--- config.mk ---
export PLATFORM = sky130hd
export DESIGN_NAME = scisu_top
export DESIGN_NICKNAME = d
export VERILOG_FILES = /design/src/logic/scisu_pkg.sv /design/src/logic/scisu_fifo_if.sv /design/src/logic/scisu_fifo.sv /design/src/logic/scisu_top.sv
export SDC_FILE = /design/constraint.sdc
export NUM_CORES = 2
export LEC_CHECK = 0
export ABC_AREA = 1
export BUFFER_PORTS_ARGS = -buffer_cell sky130_fd_sc_hd__buf_4
export CORE_UTILIZATION = 50
export DETAILED_ROUTE_END_ITERATION = 7
export PLACE_DENSITY_LB_ADDON = 0.1
export SLEW_MARGIN = 10
export SYNTH_ARGS = -nofsm -noshare
export SYNTH_HDL_FRONTEND = slang
export SYNTH_HIERARCHICAL = 1
export SYNTH_SLANG_ARGS = --single-unit
--- constraint.sdc ---
create_clock -name mclk -period 4.9 [get_ports mclk]
set_input_delay 0.49 -clock mclk [delete_from_list [all_inputs] [get_ports mclk]]
set_output_delay 0.49 -clock mclk [all_outputs]
set_load 0.01 [all_outputs]
--- src/logic/scisu_pkg.sv ---
// Purpose: shared constants and types for the stream controller issue unit
// Assumes: one 10 MHz clock, synchronous active-high reset
// Notes: command word layout is kind, selector, format flag, data
package scisu_pkg;
   localparam int SCISU_DATA_W = 37;
   localparam int SCISU_DEPTH = 32;
   localparam int SCISU_ADDR_W = 5;
   localparam int SCISU_FIFO_DEPTH = 16;
   localparam int SCISU_FIFO_LVL_W = 5;
   // Instruction field positions
   localparam int SCISU_ADDR_HI = 9;
   localparam int SCISU_ADDR_LO = 5;
   localparam int SCISU_DIR_BIT = 4;
   localparam int SCISU_SEL_HI = 3;
   localparam int SCISU_SEL_LO = 1;
   // Selector codes
   localparam logic [2:0] SCISU_SEL_NOOP = 3'h0;
   localparam logic [2:0] SCISU_SEL_RD_LO = 3'h1;
   localparam logic [2:0] SCISU_SEL_RD_HI = 3'h4;
   localparam logic [2:0] SCISU_SEL_FULL_RST = 3'h6;
   localparam logic [2:0] SCISU_SEL_LINK_RST = 3'h7;
   localparam logic [2:0] SCISU_SEL_WR_HEAD5 = 3'h0;
   localparam logic [2:0] SCISU_SEL_WR_HEAD6 = 3'h7;
   // Fifo level at which the processor is held, two slots kept for the stage and the registered hold
   localparam logic [4:0] SCISU_HOLD_LEVEL = 5'h0E;
   typedef enum logic [2:0] {
      SCISU_KIND_NONE = 3'h0,
      SCISU_KIND_READ = 3'h1,
      SCISU_KIND_WRITE = 3'h2,
      SCISU_KIND_CTRL = 3'h3,
      SCISU_KIND_FULL_RST = 3'h4,
      SCISU_KIND_LINK_RST = 3'h5
   } scisu_kind_type;
   localparam int SCISU_CMD_W = 3 + 3 + 1 + SCISU_DATA_W;
endpackage

--- src/logic/scisu_fifo_if.sv ---
// Purpose: carries fill and drain handshakes between the unit and its command fifo
// Assumes: same clock on both sides
// Notes: level reports stored words
`timescale 1ns/100ps
`default_nettype none
interface scisu_fifo_if #(parameter int WIDTH = 44, parameter int LVL_W = 5);
   logic inValid;
   logic inReady;
   logic [WIDTH-1:0] inData;
   logic outValid;
   logic outReady;
   logic [WIDTH-1:0] outData;
   logic [LVL_W-1:0] level;
   modport user (output inValid, inData, outReady, input inReady, outValid, outData, level);
   modport store (input inValid, inData, outReady, output inReady, outValid, outData, level);
endinterface
`default_nettype wire

--- src/logic/scisu_fifo.sv ---
// Purpose: command fifo between the decoder and the controller link
// Assumes: DEPTH is a power of two
// Notes: show-ahead read; full and empty come from the stored count
`timescale 1ns/100ps
`default_nettype none
module scisu_fifo #(
   parameter int WIDTH = 44,
   parameter int DEPTH = 16,
   parameter int LVL_W = 5
) (
   input wire logic mclk,
   input wire logic sys_rst,
   scisu_fifo_if.store fp
);
   localparam int PTR_W = $clog2(DEPTH);
   localparam logic [LVL_W-1:0] FULL_LVL = LVL_W'(DEPTH);
   logic [WIDTH-1:0] mem_ff [DEPTH];
   logic [PTR_W-1:0] wrPtr_ff, nxt_wrPtr, rdPtr_ff, nxt_rdPtr;
   logic [LVL_W-1:0] count_ff, nxt_count;
   logic doPush, doPop;

   assign fp.inReady = (count_ff != FULL_LVL);
   assign fp.outValid = (count_ff != '0);
   assign fp.outData = mem_ff[rdPtr_ff];
   assign fp.level = count_ff;

   always_comb begin
      doPush = fp.inValid && fp.inReady;
      doPop = fp.outValid && fp.outReady;
      nxt_wrPtr = doPush ? wrPtr_ff + PTR_W'(1) : wrPtr_ff;
      nxt_rdPtr = doPop ? rdPtr_ff + PTR_W'(1) : rdPtr_ff;
      nxt_count = count_ff;
      if (doPush && !doPop) begin
         nxt_count = count_ff + LVL_W'(1);
      end else if (doPop && !doPush) begin
         nxt_count = count_ff - LVL_W'(1);
      end
   end

   always_ff @(posedge mclk) begin
      if (sys_rst) begin
         wrPtr_ff <= '0;
         rdPtr_ff <= '0;
         count_ff <= '0;
      end else begin
         wrPtr_ff <= nxt_wrPtr;
         rdPtr_ff <= nxt_rdPtr;
         count_ff <= nxt_count;
      end
   end

   // Storage needs no reset; only written entries are ever read
   always_ff @(posedge mclk) begin
      if (doPush) begin
         mem_ff[wrPtr_ff] <= fp.inData;
      end
   end
endmodule
`default_nettype wire

--- src/logic/scisu_top.sv ---
// Purpose: issue unit that sends staged words and commands to a stream controller
// Assumes: controller logic runs on mclk, so its handshakes need no synchroniser
// Notes: one instruction taken per cycle in fast mode while procHold_ff is low
// Operation
// - Staging memory holds 32 words of 37 bits
// - Staging filled in slow mode, sent in fast
// - Entry address bits 9:5, opcode in low bits
// - No-operation code issues and changes nothing
// - Read head 1-4 selected, command only, no data; the code still reads the addressed entry and sends it on cmdData_ff
// - Processor stalls while controller holds read
// - Write head: selector 000 head 5, 111 head 6
// - Control write sends entry to FIFO 1-6 register
// - Control words go in pairs, A then B
// - Full reset of the controller offered
// - Separate reset of link communication state
// - Link reset makes controller expect format A
`timescale 1ns/100ps
`default_nettype none
module scisu_stage_mem
   import scisu_pkg::*;
(
   input wire logic mclk,
   input wire logic wrEn,
   input wire logic [SCISU_ADDR_W-1:0] wrAddr,
   input wire logic [SCISU_DATA_W-1:0] wrData,
   input wire logic rdEn,
   input wire logic [SCISU_ADDR_W-1:0] rdAddr,
   output logic [SCISU_DATA_W-1:0] rdData_ff
);
   logic [SCISU_DATA_W-1:0] mem_ff [SCISU_DEPTH];

   // No reset: entries are loaded in slow mode before any fast-mode send
   always_ff @(posedge mclk) begin
      if (wrEn) begin
         mem_ff[wrAddr] <= wrData;
      end
   end

   // Registered read keeps the store a plain synchronous memory
   always_ff @(posedge mclk) begin
      if (rdEn) begin
         rdData_ff <= mem_ff[rdAddr];
      end
   end
endmodule

module scisu_top
   import scisu_pkg::*;
(
   input wire logic mclk,
   input wire logic sys_rst,
   input wire logic fastMode,
   input wire logic stageWrEn,
   input wire logic [SCISU_ADDR_W-1:0] stageWrAddr,
   input wire logic [SCISU_DATA_W-1:0] stageWrData,
   input wire logic instrValid,
   input wire logic [9:1] instrField,
   input wire logic ctrlReady,
   input wire logic ctrlHold,
   output logic procHold_ff,
   output logic cmdValid_ff,
   output scisu_kind_type cmdKind_ff,
   output logic [2:0] cmdSel_ff,
   output logic cmdFmtB_ff,
   output logic [SCISU_DATA_W-1:0] cmdData_ff
);
   logic stageWr;
   logic stageRdEn;
   logic [SCISU_DATA_W-1:0] stageRd_ff;
   logic stgValid_ff, nxt_stgValid;
   scisu_kind_type stgKind_ff, nxt_stgKind;
   logic [2:0] stgSel_ff, nxt_stgSel;
   logic fmtB_ff, nxt_fmtB;
   logic readWait_ff, nxt_readWait;
   logic nxt_procHold;
   logic nxt_cmdValid;
   scisu_kind_type nxt_cmdKind;
   logic [2:0] nxt_cmdSel;
   logic nxt_cmdFmtB;
   logic [SCISU_DATA_W-1:0] nxt_cmdData;
   logic accept;
   scisu_kind_type decKind;
   logic [2:0] decSel;
   logic [SCISU_ADDR_W-1:0] decAddr;
   logic [2:0] fieldSel;
   logic loadOut;
   logic pipeEmpty;

   scisu_fifo_if #(.WIDTH(SCISU_CMD_W), .LVL_W(SCISU_FIFO_LVL_W)) cmdQ ();

   scisu_fifo #(
      .WIDTH(SCISU_CMD_W),
      .DEPTH(SCISU_FIFO_DEPTH),
      .LVL_W(SCISU_FIFO_LVL_W)
   ) cmdFifo (
      .mclk(mclk),
      .sys_rst(sys_rst),
      .fp(cmdQ)
   );

   scisu_stage_mem stageStore (
      .mclk(mclk),
      .wrEn(stageWr),
      .wrAddr(stageWrAddr),
      .wrData(stageWrData),
      .rdEn(stageRdEn),
      .rdAddr(decAddr),
      .rdData_ff(stageRd_ff)
   );

   // Staging store, written only while the processor runs slow
   assign stageWr = stageWrEn && !fastMode;
   // A no-operation must not even disturb the read register
   assign stageRdEn = accept && (decKind != SCISU_KIND_NONE);

   // Opcode decode
   always_comb begin
      decAddr = instrField[SCISU_ADDR_HI:SCISU_ADDR_LO];
      fieldSel = instrField[SCISU_SEL_HI:SCISU_SEL_LO];
      decSel = fieldSel;
      decKind = SCISU_KIND_NONE;
      if (instrField[SCISU_DIR_BIT]) begin
         if (fieldSel >= SCISU_SEL_RD_LO && fieldSel <= SCISU_SEL_RD_HI) begin
            decKind = SCISU_KIND_READ;
         end else if (fieldSel == SCISU_SEL_FULL_RST) begin
            decKind = SCISU_KIND_FULL_RST;
         end else if (fieldSel == SCISU_SEL_LINK_RST) begin
            decKind = SCISU_KIND_LINK_RST;
         end else begin
            decKind = SCISU_KIND_NONE;
         end
      end else begin
         // Head writes own codes 000 and 111, control writes 001 to 110
         if (fieldSel == SCISU_SEL_WR_HEAD5 || fieldSel == SCISU_SEL_WR_HEAD6) begin
            decKind = SCISU_KIND_WRITE;
         end else begin
            decKind = SCISU_KIND_CTRL;
         end
      end
   end

   // The stage waits one cycle for the store read; it drains into the fifo
   always_comb begin
      accept = instrValid && fastMode && !procHold_ff
         && (!stgValid_ff || cmdQ.inReady);
      cmdQ.inValid = stgValid_ff;
      cmdQ.inData = {stgKind_ff, stgSel_ff, fmtB_ff, stageRd_ff};
      nxt_stgValid = stgValid_ff && !cmdQ.inReady;
      nxt_stgKind = stgKind_ff;
      nxt_stgSel = stgSel_ff;
      nxt_fmtB = fmtB_ff;
      if (stgValid_ff && cmdQ.inReady) begin
         // Pair tracker advances as each control word leaves the stage
         if (stgKind_ff == SCISU_KIND_CTRL) begin
            nxt_fmtB = !fmtB_ff;
         end else if (stgKind_ff == SCISU_KIND_LINK_RST
            || stgKind_ff == SCISU_KIND_FULL_RST) begin
            nxt_fmtB = 1'b0;
         end
      end
      // A no-operation is never staged, so nothing downstream moves
      if (accept && decKind != SCISU_KIND_NONE) begin
         nxt_stgValid = 1'b1;
         nxt_stgKind = decKind;
         nxt_stgSel = decSel;
      end
   end

   always_ff @(posedge mclk) begin
      if (sys_rst) begin
         stgValid_ff <= 1'b0;
         stgKind_ff <= SCISU_KIND_NONE;
         stgSel_ff <= 3'h0;
         fmtB_ff <= 1'b0;
      end else begin
         stgValid_ff <= nxt_stgValid;
         stgKind_ff <= nxt_stgKind;
         stgSel_ff <= nxt_stgSel;
         fmtB_ff <= nxt_fmtB;
      end
   end

   // Output register toward the controller, refilled when it takes a word
   always_comb begin
      cmdQ.outReady = !cmdValid_ff || ctrlReady;
      loadOut = cmdQ.outReady;
      nxt_cmdValid = cmdValid_ff;
      nxt_cmdKind = cmdKind_ff;
      nxt_cmdSel = cmdSel_ff;
      nxt_cmdFmtB = cmdFmtB_ff;
      nxt_cmdData = cmdData_ff;
      if (loadOut) begin
         nxt_cmdValid = cmdQ.outValid;
         if (cmdQ.outValid) begin
            nxt_cmdKind = scisu_kind_type'(cmdQ.outData[SCISU_CMD_W-1 -: 3]);
            nxt_cmdSel = cmdQ.outData[SCISU_CMD_W-4 -: 3];
            nxt_cmdFmtB = cmdQ.outData[SCISU_DATA_W];
            nxt_cmdData = cmdQ.outData[SCISU_DATA_W-1:0];
         end
      end
   end

   always_ff @(posedge mclk) begin
      if (sys_rst) begin
         cmdValid_ff <= 1'b0;
         cmdKind_ff <= SCISU_KIND_NONE;
         cmdSel_ff <= 3'h0;
         cmdFmtB_ff <= 1'b0;
         cmdData_ff <= '0;
      end else begin
         cmdValid_ff <= nxt_cmdValid;
         cmdKind_ff <= nxt_cmdKind;
         cmdSel_ff <= nxt_cmdSel;
         cmdFmtB_ff <= nxt_cmdFmtB;
         cmdData_ff <= nxt_cmdData;
      end
   end

   // Hold logic: a read keeps the processor stopped until it has left
   // the unit and the controller lets go; the fifo level hold is early by
   // two words because the hold output is itself a register.
   always_comb begin
      pipeEmpty = !stgValid_ff && !cmdQ.outValid && !cmdValid_ff;
      nxt_readWait = readWait_ff;
      if (accept && decKind == SCISU_KIND_READ) begin
         nxt_readWait = 1'b1;
      end else if (readWait_ff && pipeEmpty && !ctrlHold) begin
         nxt_readWait = 1'b0;
      end
      nxt_procHold = nxt_readWait || ctrlHold
         || (cmdQ.level >= SCISU_HOLD_LEVEL);
   end

   always_ff @(posedge mclk) begin
      if (sys_rst) begin
         readWait_ff <= 1'b0;
         procHold_ff <= 1'b0;
      end else begin
         readWait_ff <= nxt_readWait;
         procHold_ff <= nxt_procHold;
      end
   end
endmodule
`default_nettype wire

==> results.yml <==
outcome:
  status: "finished, final reports clean"
worst_hold_path:
  hp-class: "in -> reg"
drt:
  vias: 53700
  drc: 0
  routed_wl_um: 238000
  drt_iter0_drc: 5320
  drtAntennaViolNets: 0
  wire_per_inst_um: 24.6
  wl_met2_um: 120000
  wl_met1_um: 95200
  dr.max_layer_used: "met5"
  wl_met3_um: 13500
  drt-pass1-iter-count: 5
  viasPerCell: 5.54
global_routing:
  grt_overflow: 0
  grt_pass1_vias: 51600
  antenna_found_initial: 8
  gr-usage-all-layers_pct: 28.4
  grt_pass1_wl_um: 349000
  grt_max_degree: 183
clock_network:
  cts-buffers-inserted: 205
  htree_num_levels: 4
  hold_buffers: 5
  cts_tree: "yes"
  cts-root-buf: "clkbuf_16"
  clockBufferDepth: 3
  cts_setup_buffers: 0
  cts.sink_count: 1997
  cts.clk_slew.worst_paths_ps: 60
  clk_latency_ps: 820
  cts_resized: 0
sta:
  setup-violations-final: 0
  tns_ps: 0
  maxSlewViolCount: 0
  skew_ps: 19.9
  rsz0062_at_grt: "false"
  worst_pin_slew_ps: 1190
  relSlewSlack_pct: 20.6
  final_hold_viol_count: 0
  fmax_ghz: 0.335
  min_period_ps: 2980
  timing.final.crit_share_pct: 60.9
power_and_ir_drop:
  leakage_uw: 0.0354
  powerDensity_nw_per_um2: 443
  fin_total_pwr_uw: 40500
  ir_drop_mv: 0.562
logic_synthesis:
  ys_types: 33
  synthDominantCellAreaShare_pct: 70.1
  synth_top_area_cell: "edfxtp_1"
  synth_seq_cells: 1997
  yosysWarnings: 6
  ys_seq_area_share_pct: 71.8
  syn_avg_cell_area_um2: 11.3
  syn_inst: 7323
  synthTopCellsByArea: "edfxtp_1 70%, nand2_1 12%, nand3_1 8.8%, inv_1 2.6%, dfxtp_1 1.7%"
  synth.cell_area_um2: 82500
  syn-num-nets: 7391
setup_path:
  crit_chain: "nor2_1, nand3_1, nand2_1, inv_1, nand2_1, nor2_4, buf_4"
  crit_fanout: 26
  timing.rr.end: "cmdFifo/mem_ff[2][27]"
  rrSetupSlack_ps: 1920
  worstRegToRegCells: 7
  max_stage_delay_ps: 950
  critPathCaptureType: "flop"
  crit_path_end: "cmdFifo/mem_ff[2][27]"
  cp.required_ps: 5410
  startpoint_type: "flop"
  crit_slowest_cell: "nor2_4"
  critPathKind: "reg -> reg"
  cp-startpoint: "cmdFifo/fp.level[0]"
  path_common_cell: "nand2_1"
  r2r_start: "cmdFifo/fp.level[0]"
  critical_path_arrival_ps: 3490
placement:
  placed_area_um2: 85000
  place_congestion: 0.851
  dp_hpwl_um: 132000
  io_buffers: 103
die:
  num_rows: 148
  fp.dieW_um: 408
  dieArea_um2: 167000
  start_util_pct: 50.5
  die_y_um: 408
  num_io_pins: 104
  core_um2: 163000
finish:
  n_fill_cell: 13800
  postLayoutCoreUtil_pct: 56.0
  fin_nets: 7419
  syn_to_final_growth_pct: 10.8
  drive_above_1_share_pct: 7.63
  finalInstanceArea_um2: 91400
flow_run:
  drv_cap: 0
## per-stage QoR
stage / instances / hold WS (ps) / worst slack (ps)
after floorplan: 7323 / 446 / 1620
after global placement: 9314 / 459 / 1790
after detailed placement: 9314 / 456 / 1820
after CTS: 9696 / 1.25 / 1890
after global routing: 9696 / 87.7 / 1750
final: 9698 / 51.1 / 1920
## synthesized netlist by cell type
master / n
ha_1: 9
fa_1: 1
inv_12: 1
inv_4: 1
clkbuf_1: 48
or2_2: 1
dfxtp_1: 72
nand2_2: 11
o21ai_1: 2
buf_6: 78
inv_2: 7
nor2_1: 172
buf_4: 46
buf_8: 11
a21oi_2: 1
inv_1: 561
nand4_1: 1
buf_2: 202
clkinv_1: 1
clkbuf_2: 1
nand3_1: 1445
edfxtp_1: 1925
xor2_1: 3
nand2_1: 2627
nand4_2: 1
buf_12: 3
buf_1: 21
nand2_4: 2
nand3b_1: 2
or2_1: 1
a21oi_1: 13
o21ai_0: 52
nor3_1: 1
## cells by family (layout without fill, tap and decap cells)
| logic type | Yosys count | count (layout) | synth area share [%] |
|---|---|---|---|
| DFF | 1997 | 1997 | 71.8 |
| and+or+nand+nor | 4264 | 4264 | 21.7 |
| AOI/OAI and AO/OA | 68 | 68 | 0.417 |
| adders and majority gates | 10 | 10 | 0.161 |
| buffers and inverters | 981 | 1179 | 5.92 |
| other | 0 | 2 | 0 |
| xor gates and xnor gates | 3 | 3 | 0.0318 |
## critical path: cells and delay by family, from the launching register on
family	cells	cell delay [ps]
flops	1	410
simple gates	5	1660
buf+inv	2	600
## flip-flops by register name, summed over array words and instances, names as in the netlist, 4 cells and up, named ones only
signal	cells
cmdFifo/mem_ff	704
stageStore/rdData_ff	37
cmdFifo/rdPtr_ff	4
cmdFifo/fp.level	5
cmdFifo/wrPtr_ff	4
cmdData_ff	37
stageStore/mem_ff	1184
## final cells by class
| cell class | count | area, um^2 | area share, % |
|---|---|---|---|
| well taps | 2175 | 2720 | 2.98 |
| inverters | 571 | 2210 | 2.42 |
| clock buffers | 275 | 5580 | 6.10 |
| diodes | 2 | 5.00 | 0.00547 |
| clock inverters | 102 | 773 | 0.846 |
| multi-input cells | 4345 | 18700 | 20.5 |
| flip-flops and latches | 1997 | 59300 | 64.8 |
| repair buffers | 231 | 2130 | 2.33 |
## cell usage in the layout, fill, tap and decap left out, types with 8 or more instances in the layout
master,synthesis,final
nand3_1,1445,1445
a21oi_1,13,13
nand2_1,2627,2627
clkbuf_1,48,57
clkbuf_16,0,210
clkinv_2,0,30
inv_1,561,559
edfxtp_1,1925,1925
clkinv_1,1,52
nor2_4,0,48
dfxtp_1,72,68
ha_1,9,9
buf_4,46,194
o21ai_0,52,52
bufinv_16,0,11
buf_12,3,29
nor2_1,172,124
nand2_2,11,11
clkbuf_8,0,8
## routing by layer
layer | global-route usage (%) | up-vias
li1 | - | 24800
met1 | 36.5 | 26600
met2 | 48.9 | 1936
met3 | 3.50 | 430
met4 | 11.6 | 2
met5 | 0 | -
## report_power, final
part	internal [uW]	total [uW]	switching (uW)
clock	8510	14900	6420
sequential	19100	19500	441
combinational	1770	6020	4250
total	29400	40500	11100
## worst min path at each step
stage | from | endpoint | slack [ps] | cells past startpoint
floorplan | readWait_ff | readWait_ff | 450 | 2
global placement | readWait_ff | readWait_ff | 460 | 2
detailed placement | readWait_ff | readWait_ff | 460 | 2
CTS | ctrlHold | procHold_ff | 1 | 4
global route | ctrlHold | readWait_ff | 90 | 5
finish | ctrlHold | procHold_ff | 50 | 4
(Power assumes the default switching activity.)
